===== config.mk =====
export PLATFORM = sky130hd
export DESIGN_NAME = cpuag_core
export DESIGN_NICKNAME = d
export VERILOG_FILES = /design/src/cpuag_pkg.sv /design/src/cpuag_reg_pick.sv /design/src/cpuag_bank_ext.sv /design/src/cpuag_core.sv
export SDC_FILE = /design/constraint.sdc
export NUM_CORES = 1
export LEC_CHECK = 0
export BUFFER_PORTS_ARGS = -buffer_cell sky130_fd_sc_hd__buf_4
export CAP_MARGIN = 15
export CORE_ASPECT_RATIO = 2
export CORE_MARGIN = 4
export CORE_UTILIZATION = 35
export DETAILED_ROUTE_END_ITERATION = 10
export HOLD_SLACK_MARGIN = 0.15
export SLEW_MARGIN = 20
export SYNTH_ARGS = -nofsm -noshare
export SYNTH_HDL_FRONTEND = slang
export SYNTH_HIERARCHICAL = 1
export SYNTH_SLANG_ARGS = --single-unit

===== constraint.sdc =====
create_clock -name ref_clk -period 4.8 [get_ports ref_clk]
set_input_delay 0.96 -clock ref_clk [delete_from_list [all_inputs] [get_ports ref_clk]]
set_output_delay 0.96 -clock ref_clk [all_outputs]
set_load 0.03 [all_outputs]

===== src/cpuag_pkg.sv =====
// constants and types shared by the address generation block
// assumes a 20-bit address space and a 16-bit stack pointer
package cpuag_pkg;

	localparam int ADDR_W = 20;
	localparam int OFS_W = 16;
	localparam int BANK_W = 4;

	// fixed upper nibbles and region bases
	localparam logic [3:0] TOP_BANK = 4'hF;
	localparam logic [3:0] LOW_BANK = 4'h0;
	localparam logic [19:0] SHORT_LO_BASE = 20'hFFE00;
	localparam logic [19:0] SHORT_HI_BASE = 20'hFFF00;
	localparam logic [7:0] SHORT_WRAP = 8'h20;
	localparam logic [19:0] SPECIAL_BASE = 20'hFFF00;
	localparam logic [15:0] TABLE_BASE = 16'h0080;

	// general register indices
	localparam logic [2:0] REG_X = 3'h0;
	localparam logic [2:0] REG_C = 3'h2;
	localparam logic [2:0] REG_B = 3'h3;
	localparam logic [1:0] PAIR_AX = 2'h0;
	localparam logic [1:0] PAIR_DE = 2'h2;
	localparam logic [1:0] PAIR_HL = 2'h3;

	// stack bytes moved by each stack operation
	localparam logic [2:0] STK_BYTES_SHORT = 3'h2;
	localparam logic [2:0] STK_BYTES_LONG = 3'h4;

	typedef enum logic [3:0] {
		AM_REL = 4'h0,
		AM_IMM20 = 4'h1,
		AM_IMM16 = 4'h2,
		AM_TABLE = 4'h3,
		AM_REGIND_BR = 4'h4,
		AM_IMPLIED = 4'h5,
		AM_REG8 = 4'h6,
		AM_REG16 = 4'h7,
		AM_DIRECT = 4'h8,
		AM_SHORT = 4'h9,
		AM_SPECIAL = 4'hA,
		AM_REGIND = 4'hB,
		AM_BASED = 4'hC,
		AM_BASED_IDX = 4'hD,
		AM_STACK = 4'hE
	} cpuag_mode_t;

	typedef enum logic [1:0] {
		BASE_PAIR = 2'h0,
		BASE_SP = 2'h1,
		BASE_IMM = 2'h2
	} cpuag_base_t;

	typedef enum logic [1:0] {
		OFF_IMM8 = 2'h0,
		OFF_IMM16 = 2'h1,
		OFF_REG8 = 2'h2,
		OFF_PAIR = 2'h3
	} cpuag_off_t;

	typedef enum logic [2:0] {
		STK_PUSH = 3'h0,
		STK_POP = 3'h1,
		STK_CALL = 3'h2,
		STK_RET = 3'h3,
		STK_INT = 3'h4,
		STK_IRET = 3'h5
	} cpuag_stk_t;

	typedef enum logic [1:0] {
		ST_IDLE = 2'h0,
		ST_TBL_LO = 2'h1,
		ST_TBL_HI = 2'h2,
		ST_STACK = 2'h3
	} cpuag_state_t;

endpackage


===== src/cpuag_reg_pick.sv =====
// picks one 8-bit general register and one 16-bit pair from the bank
// assumes the bank is packed X,A,C,B,E,D,L,H from bit 0 upward
module cpuag_reg_pick
	import cpuag_pkg::*;
(
	// register bank
	input wire logic [63:0] reg_file,
	// selectors
	input wire logic [2:0] byte_sel,
	input wire logic [1:0] pair_sel,
	// picked values
	output logic [7:0] byte_val,
	output logic [15:0] pair_val
);

	always_comb
	begin
		byte_val = reg_file[{byte_sel, 3'h0} +: 8];
		pair_val = reg_file[{pair_sel, 4'h0} +: 16];
	end

endmodule


===== src/cpuag_bank_ext.sv =====
// widens a 16-bit data offset to a 20-bit operand address
// assumes the offset sum was already wrapped to 16 bits
module cpuag_bank_ext
	import cpuag_pkg::*;
(
	// offset and bank source
	input wire logic [15:0] offset,
	input wire logic bank_prefix,
	input wire logic [3:0] data_bank_register,
	// widened address
	output logic [19:0] addr
);

	always_comb
	begin
		if (bank_prefix)
			addr = {data_bank_register, offset};
		else
			addr = {TOP_BANK, offset};
	end

endmodule


===== src/cpuag_core.sv =====
// address generation for the core: branch targets and operand addresses
// assumes request fields are stable while req_valid is high and the core
// holds off new requests while busy is high
module cpuag_core
	import cpuag_pkg::*;
(
	// clock and reset
	input wire logic ref_clk,
	input wire logic rst_b,
	// request
	input wire logic req_valid,
	input wire logic [3:0] req_mode,
	input wire logic [19:0] imm,
	input wire logic [15:0] disp,
	input wire logic disp_long,
	input wire logic [2:0] reg_sel,
	input wire logic [1:0] pair_sel,
	input wire logic [1:0] base_kind,
	input wire logic [1:0] off_kind,
	input wire logic bank_prefix,
	input wire logic word_op,
	input wire logic is_call,
	input wire logic [2:0] stack_op,
	// core state
	input wire logic [63:0] reg_file,
	input wire logic [15:0] stack_ptr,
	input wire logic [3:0] code_bank,
	input wire logic [3:0] data_bank_register,
	input wire logic [19:0] next_pc,
	// table read port
	input wire logic tbl_rd_valid,
	input wire logic [7:0] tbl_rd_data,
	output logic tbl_rd_req,
	output logic [19:0] tbl_rd_addr,
	// program address
	output logic pc_load,
	output logic [19:0] pc_target,
	// operand address
	output logic opnd_valid,
	output logic opnd_is_reg,
	output logic opnd_word,
	output logic [2:0] opnd_reg_idx,
	output logic [19:0] opnd_addr,
	output logic addr_fault,
	// stack access
	output logic stk_valid,
	output logic stk_write,
	output logic [19:0] stk_addr,
	output logic sp_update,
	output logic [15:0] sp_next,
	// status
	output logic busy
);

	////////////////////////////////////////////////////////////////////////
	// register picks and offset arithmetic

	cpuag_state_t state;
	cpuag_mode_t mode;
	cpuag_base_t base_k;
	cpuag_off_t off_k;
	cpuag_stk_t stk_k;
	logic take;
	logic [7:0] sel_byte;
	logic [15:0] sel_pair;
	logic [7:0] idx_byte;
	logic [15:0] hl_pair;
	logic [15:0] base_val;
	logic [15:0] off_val;
	logic [15:0] data_ofs;
	logic [19:0] data_addr;
	logic [19:0] rel_ext;
	logic [7:0] fld;
	logic [2:0] stk_len;
	logic stk_is_push;
	logic bad;
	logic [7:0] tbl_lo;
	logic [15:0] tbl_entry;
	logic [15:0] stk_base;
	logic [2:0] stk_cnt;
	logic [2:0] stk_total;
	logic stk_dir_push;

	assign mode = cpuag_mode_t'(req_mode);
	assign base_k = cpuag_base_t'(base_kind);
	assign off_k = cpuag_off_t'(off_kind);
	assign stk_k = cpuag_stk_t'(stack_op);
	assign take = req_valid && (state == ST_IDLE);
	assign fld = imm[7:0];

	cpuag_reg_pick u_pick_sel (
		.reg_file(reg_file),
		.byte_sel(reg_sel),
		.pair_sel(pair_sel),
		.byte_val(sel_byte),
		.pair_val(sel_pair)
	);

	// second pick serves the HL base of the indexed form
	cpuag_reg_pick u_pick_hl (
		.reg_file(reg_file),
		.byte_sel(reg_sel),
		.pair_sel(PAIR_HL),
		.byte_val(idx_byte),
		.pair_val(hl_pair)
	);

	// base and offset of the based form
	always_comb
	begin
		case (base_k)
			BASE_PAIR: base_val = sel_pair;
			BASE_SP: base_val = stack_ptr;
			BASE_IMM: base_val = imm[15:0];
			default: base_val = imm[15:0];
		endcase
		case (off_k)
			OFF_IMM8: off_val = {8'h00, disp[7:0]};
			OFF_IMM16: off_val = disp;
			OFF_REG8: off_val = {8'h00, sel_byte};
			OFF_PAIR: off_val = sel_pair;
			default: off_val = disp;
		endcase
	end

	// sums wrap inside the low 16 bits
	always_comb
	begin
		case (mode)
			AM_DIRECT: data_ofs = imm[15:0];
			AM_REGIND: data_ofs = sel_pair;
			AM_BASED: data_ofs = 16'(base_val + off_val);
			AM_BASED_IDX: data_ofs = 16'(hl_pair + {8'h00, idx_byte});
			default: data_ofs = imm[15:0];
		endcase
	end

	cpuag_bank_ext u_bank_ext (
		.offset(data_ofs),
		.bank_prefix(bank_prefix),
		.data_bank_register(data_bank_register),
		.addr(data_addr)
	);

	// sign extension of the branch displacement
	always_comb
	begin
		if (disp_long)
			rel_ext = {{4{disp[15]}}, disp};
		else
			rel_ext = {{12{disp[7]}}, disp[7:0]};
	end

	// illegal combinations of the request fields
	always_comb
	begin
		bad = 1'b0;
		case (mode)
			AM_REGIND_BR: bad = !is_call && (pair_sel != PAIR_AX);
			AM_SHORT: bad = word_op && fld[0];
			AM_SPECIAL: bad = word_op && fld[0];
			AM_REGIND: bad = (pair_sel != PAIR_DE) && (pair_sel != PAIR_HL);
			AM_BASED: bad = bank_prefix && (base_k == BASE_SP);
			AM_BASED_IDX: bad = (reg_sel != REG_B) && (reg_sel != REG_C);
			default: bad = 1'b0;
		endcase
	end

	// stack byte counts per operation
	always_comb
	begin
		case (stk_k)
			STK_PUSH: stk_len = STK_BYTES_SHORT;
			STK_POP: stk_len = STK_BYTES_SHORT;
			default: stk_len = STK_BYTES_LONG;
		endcase
		stk_is_push = (stk_k == STK_PUSH) || (stk_k == STK_CALL) ||
			(stk_k == STK_INT);
	end

	assign tbl_entry = 16'(TABLE_BASE + {10'h000, imm[4:0], 1'b0});

	////////////////////////////////////////////////////////////////////////
	// sequencing

	always_ff @(posedge ref_clk or negedge rst_b)
	begin
		if (!rst_b)
			state <= ST_IDLE;
		else
		begin
			case (state)
				ST_IDLE:
				begin
					if (take && mode == AM_TABLE)
						state <= ST_TBL_LO;
					else if (take && mode == AM_STACK)
						state <= ST_STACK;
				end
				ST_TBL_LO:
				begin
					if (tbl_rd_valid)
						state <= ST_TBL_HI;
				end
				ST_TBL_HI:
				begin
					if (tbl_rd_valid)
						state <= ST_IDLE;
				end
				ST_STACK:
				begin
					if (stk_cnt == 3'(stk_total - 3'h1))
						state <= ST_IDLE;
				end
				default: state <= ST_IDLE;
			endcase
		end
	end

	always_ff @(posedge ref_clk or negedge rst_b)
	begin
		if (!rst_b)
			busy <= 1'b0;
		else
			busy <= (state == ST_IDLE) ? (take && (mode == AM_TABLE ||
				mode == AM_STACK)) : !((state == ST_TBL_HI && tbl_rd_valid) ||
				(state == ST_STACK && stk_cnt == 3'(stk_total - 3'h1)));
	end

	////////////////////////////////////////////////////////////////////////
	// program address

	always_ff @(posedge ref_clk or negedge rst_b)
	begin
		if (!rst_b)
		begin
			pc_load <= 1'b0;
			pc_target <= 20'h00000;
		end
		else
		begin
			pc_load <= 1'b0;
			if (take)
			begin
				case (mode)
					AM_REL:
					begin
						pc_load <= 1'b1;
						pc_target <= 20'(next_pc + rel_ext);
					end
					AM_IMM20:
					begin
						pc_load <= 1'b1;
						pc_target <= imm;
					end
					AM_IMM16:
					begin
						pc_load <= 1'b1;
						pc_target <= {LOW_BANK, imm[15:0]};
					end
					AM_REGIND_BR:
					begin
						pc_load <= !bad;
						pc_target <= {code_bank, sel_pair};
					end
					default: pc_load <= 1'b0;
				endcase
			end
			else if (state == ST_TBL_HI && tbl_rd_valid)
			begin
				pc_load <= 1'b1;
				pc_target <= {LOW_BANK, tbl_rd_data, tbl_lo};
			end
		end
	end

	// table word fetch, low byte first
	always_ff @(posedge ref_clk or negedge rst_b)
	begin
		if (!rst_b)
		begin
			tbl_rd_req <= 1'b0;
			tbl_rd_addr <= 20'h00000;
			tbl_lo <= 8'h00;
		end
		else
		begin
			tbl_rd_req <= 1'b0;
			if (take && mode == AM_TABLE)
			begin
				tbl_rd_req <= 1'b1;
				tbl_rd_addr <= {LOW_BANK, tbl_entry};
			end
			else if (state == ST_TBL_LO && tbl_rd_valid)
			begin
				tbl_lo <= tbl_rd_data;
				tbl_rd_req <= 1'b1;
				tbl_rd_addr <= {LOW_BANK, tbl_entry[15:1], 1'b1};
			end
		end
	end

	////////////////////////////////////////////////////////////////////////
	// operand address

	always_ff @(posedge ref_clk or negedge rst_b)
	begin
		if (!rst_b)
		begin
			opnd_valid <= 1'b0;
			opnd_is_reg <= 1'b0;
			opnd_word <= 1'b0;
			opnd_reg_idx <= 3'h0;
			opnd_addr <= 20'h00000;
		end
		else
		begin
			opnd_valid <= 1'b0;
			if (take)
			begin
				opnd_word <= word_op;
				opnd_is_reg <= 1'b0;
				case (mode)
					AM_IMPLIED:
					begin
						opnd_valid <= 1'b1;
						opnd_is_reg <= 1'b1;
						opnd_reg_idx <= REG_X;
					end
					AM_REG8:
					begin
						opnd_valid <= 1'b1;
						opnd_is_reg <= 1'b1;
						opnd_word <= 1'b0;
						opnd_reg_idx <= reg_sel;
					end
					AM_REG16:
					begin
						opnd_valid <= 1'b1;
						opnd_is_reg <= 1'b1;
						opnd_word <= 1'b1;
						opnd_reg_idx <= {pair_sel, 1'b0};
					end
					AM_SHORT:
					begin
						opnd_valid <= !bad;
						if (fld >= SHORT_WRAP)
							opnd_addr <= SHORT_LO_BASE | {12'h000, fld};
						else
							opnd_addr <= SHORT_HI_BASE | {12'h000, fld};
					end
					AM_SPECIAL:
					begin
						opnd_valid <= !bad;
						opnd_addr <= SPECIAL_BASE | {12'h000, fld};
					end
					AM_DIRECT, AM_REGIND, AM_BASED, AM_BASED_IDX:
					begin
						opnd_valid <= !bad;
						opnd_addr <= data_addr;
					end
					default: opnd_valid <= 1'b0;
				endcase
			end
		end
	end

	always_ff @(posedge ref_clk or negedge rst_b)
	begin
		if (!rst_b)
			addr_fault <= 1'b0;
		else
			addr_fault <= take && bad;
	end

	////////////////////////////////////////////////////////////////////////
	// stack walk, one byte address per cycle

	always_ff @(posedge ref_clk or negedge rst_b)
	begin
		if (!rst_b)
		begin
			stk_base <= 16'h0000;
			stk_cnt <= 3'h0;
			stk_total <= 3'h1;
			stk_dir_push <= 1'b0;
		end
		else if (take && mode == AM_STACK)
		begin
			stk_base <= stack_ptr;
			stk_cnt <= 3'h0;
			stk_total <= stk_len;
			stk_dir_push <= stk_is_push;
		end
		else if (state == ST_STACK)
			stk_cnt <= 3'(stk_cnt + 3'h1);
	end

	// stack region is the top bank where internal RAM sits
	always_ff @(posedge ref_clk or negedge rst_b)
	begin
		if (!rst_b)
		begin
			stk_valid <= 1'b0;
			stk_write <= 1'b0;
			stk_addr <= 20'h00000;
			sp_update <= 1'b0;
			sp_next <= 16'h0000;
		end
		else
		begin
			stk_valid <= state == ST_STACK;
			stk_write <= (state == ST_STACK) && stk_dir_push;
			sp_update <= 1'b0;
			if (state == ST_STACK)
			begin
				if (stk_dir_push)
					stk_addr <= {TOP_BANK,
						16'(stk_base - 16'h0001 - {13'h0000, stk_cnt})};
				else
					stk_addr <= {TOP_BANK,
						16'(stk_base + {13'h0000, stk_cnt})};
				if (stk_cnt == 3'(stk_total - 3'h1))
				begin
					sp_update <= 1'b1;
					if (stk_dir_push)
						sp_next <= 16'(stk_base - {13'h0000, stk_total});
					else
						sp_next <= 16'(stk_base + {13'h0000, stk_total});
				end
			end
		end
	end

endmodule


==> results.toml <==
[power_and_ir_drop]
total_power_mw = 6.516
power_density_nw_per_um2 = 427.3
ir_drop_mv = 0.3132
p_leak_nw = 6.904

[placed_design]
pre_cts_ws_ns = -0.1244
place_congestion = 1.034
placement.io_buffers = 271
dpl_cell_area_sq_um = 14660
dp.final_hpwl_microns = 41600

[min_path]
worstHoldPathType = "register to register"

[synth]
yosys.area_share.simple_pct = 15.25
synth_top_cell_by_area = "dfrtp_1"
ys_seq_area_share_pct = 25.38
synth_fa_ha_area_share_pct = 7.692
yosys-top-cells-area = "dfrtp_1 (25%), ha_1 (6.6%), mux4_1 (6.3%)"
synth_top_family_by_area = "compound AO/OA/AOI/OAI gates"
synth.yosys.warnings = 6
ys_top_cells_by_count = "nand2_1 (184), dfrtp_1 (125), o21ai_0 (104), a21oi_1 (78), nor2_1 (68)"
synth-edff-count = 0
synth_mux_area_share_pct = 19.67
synthFlopType = "dfrtp_1"
synth_area_sq_um = 12430
ys_types = 89
synthXorXnorAreaFrac_pct = 4.722
synth.most_common_cell = "nand2_1"
synth_top_area_share_pct = 25.17
synthArstFlopShare_pct = 100.0
synth_compound_area_share_pct = 20.50
ys_ff_latch = 126
avgSynthCellArea_sq_um = 9.186
syn_inst = 1353

[setup_path]
arrival_ns = 4.83
crit_path_end_kind = "register"
path_class = "input pin to register"
worstPathRequired_ns = 5.11
cp-start-kind = "input pin"
worst-path-max-fanout = 10

[die]
die_area_sq_um = 38770
start_util_pct = 35.43
io_pins = 285
core_region_area_sq_um = 35070
dieWidth_microns = 141.2
die_h_microns = 274.5
placementRows = 97

[timing]
maxSlewHeadroom_pct = 33.73
fin_ws_ns = 0.2789
rsz0062_at_grt = "false"
maxSlewViolCount = 0
worst_pin_slew_ns = 0.9920
finClkSkew_ns = 0.009595
timing.fmax_mhz = 221.2
finalSetupViolations = 0
timing.final.crit_share_pct = 94.19
hold_viol = 0
min_period_ns = 4.521
fin_setup_tns_ns = 0

[cells_and_area]
post-route-util_pct = 43.47
largestRegisters = "opnd_addr (20), pc_target (20), stk_addr (17)"
final_nets = 1820
final_layout_size_suffix_gt1_share_pct = 27.26
nFillCells = 3507
syn2layout_area_growth_pct = 22.69
final_cell_area_sq_um = 15250

[route]
first_pass_iters = 6
drt_iter0_drc = 681
num_vias = 11720
finalWirelength_microns = 49470
post-route-drc-count = 0
viasPerCell = 5.772
post_drt_wl_per_cell_microns = 24.36
antenna_left = 0

[global_routing]
track_usage_pct = 25.27
grt_util_met2_pct = 47.37
grt_pass1_wl_microns = 73950
grt_max_degree = 66
gr-usage-met1_pct = 25.01
busiest_layer = "met2"
overflow = 0
grt_pass1_vias = 12050
antenna_found_initial = 2
use_met3_pct = 3.927

[clocking]
htreeDepth = 4
cts_resized = 0
post_cts_buffers = 0
cts_sinks = 126
insertion_delay_ns = 0.43
root_buffer = "clkbuf_16"
holdBufCountCts = 0
clk_path_buf_depth = 2
clk_pin_slew_ns = 0.06
cts_inserted_buffers = 17
cts_tree = "done"

[run]
cap_viol_max_count = 0

[run_status]
outcome = "finished clean"
[routing by layer]
| layer | vias up | wire length, microns |
|---|---|---|
| li1 | 5479 | - |
| met1 | 5605 | 16180 |
| met2 | 494 | 26710 |
| met3 | 142 | 2666 |
| met4 | 2 | 3902 |
| met5 | - | 13 |
[placed cells by master, fill, tap and decap left out, types with 7 or more instances in the layout]
master,n
a21o_1,25
xnor2_1,46
nor2b_1,18
nand2_1,184
mux4_1,30
a21oi_1,78
mux2i_1,53
ha_1,66
o21ai_1,11
o211ai_1,12
o22a_1,11
conb_1,15
inv_1,34
a221o_1,9
o21ai_0,104
nor2_1,68
nor3_1,29
xor2_1,21
nand2b_1,19
and3_1,7
o21a_1,11
a222oi_1,16
buf_4,310
clkbuf_16,17
o21bai_1,7
mux2_2,32
mux4_2,34
a211oi_1,17
dfrtp_1,125
nand4_1,10
a221oi_1,12
nand3_1,16
o31ai_1,8
[path summary, 6_finish.rpt]
path / from / to / slack, ns / depth (start not counted)
worst max register to register: stk_total[0]$_DFFE_PN1P_ / sp_next[14]$_DFFE_PN0P_ / 1.51 / 10
worst min-delay path: tbl_rd_addr[7]$_DFFE_PN0P_ / tbl_rd_addr[7]$_DFFE_PN0P_ / 0.47 / 1
worst max-delay path: reg_sel[2] / opnd_addr[9]$_DFFE_PN0P_ / 0.28 / 15
max in group asynchronous: rst_b / stk_addr[7]$_DFFE_PN0P_ / 3.21 / 2
min in group asynchronous: rst_b / stk_addr[16]$_DFFE_PN0P_ / 0.64 / 1
worst min register to register: tbl_rd_addr[7]$_DFFE_PN0P_ / tbl_rd_addr[7]$_DFFE_PN0P_ / 0.47 / 1
[final cells by class]
cell class	count	area (sq um)	area share [%]
repair buffers	310	2327	15.26
inverters	34	127.6	0.8370
clock inverters	14	157.7	1.034
clock buffers	18	429.2	2.814
multi-input cells	1083	8493	55.70
diodes	1	2.502	0.01641
flip-flops and latches	126	3154	20.69
well taps	445	556.8	3.651
[where the power goes]
part           leakage [nW]  total [mW]  internal (mW)  switching [mW]
registers              1.57        1.70           1.41           0.293
clock network         0.267        1.29          0.772           0.523
logic                  5.06        3.52           1.44            2.08
[metrics by stage]
stage | cells | hold WS, ns
5_1_grt | 2031 | 0.4790
3_5_place_dp | 1998 | 0.4535
2_1_floorplan | 1366 | 0.4718
6_report | 2031 | 0.4690
3_3_place_gp | 1998 | 0.4516
4_1_cts | 2030 | 0.4719
[cell families (layout without fill, tap and decap cells)]
kind of cell / count (synthesis) / after routing
and+or+nand+nor: 399 / 399
AOI/OAI and AO/OA: 380 / 380
buffers and inverters: 157 / 376
muxes: 149 / 149
DFF: 126 / 126
adders and majority gates: 73 / 73
xor gates and xnor gates: 67 / 67
other: 2 / 16
[critical path: stages]
cell and delay [ns]:
buf_4 0.18, mux4_1 0.58, mux2_2 0.28, mux2i_1 0.26, a21oi_1 0.17, buf_4 0.16
ha_1 0.26, a21oi_1 0.21, nor2_1 0.15, o31a_1 0.38, and3_1 0.19, nor3_1 0.53
buf_4 0.21, o21ai_0 0.11, o22a_1 0.20
Power figures use the tool's default switching activity.
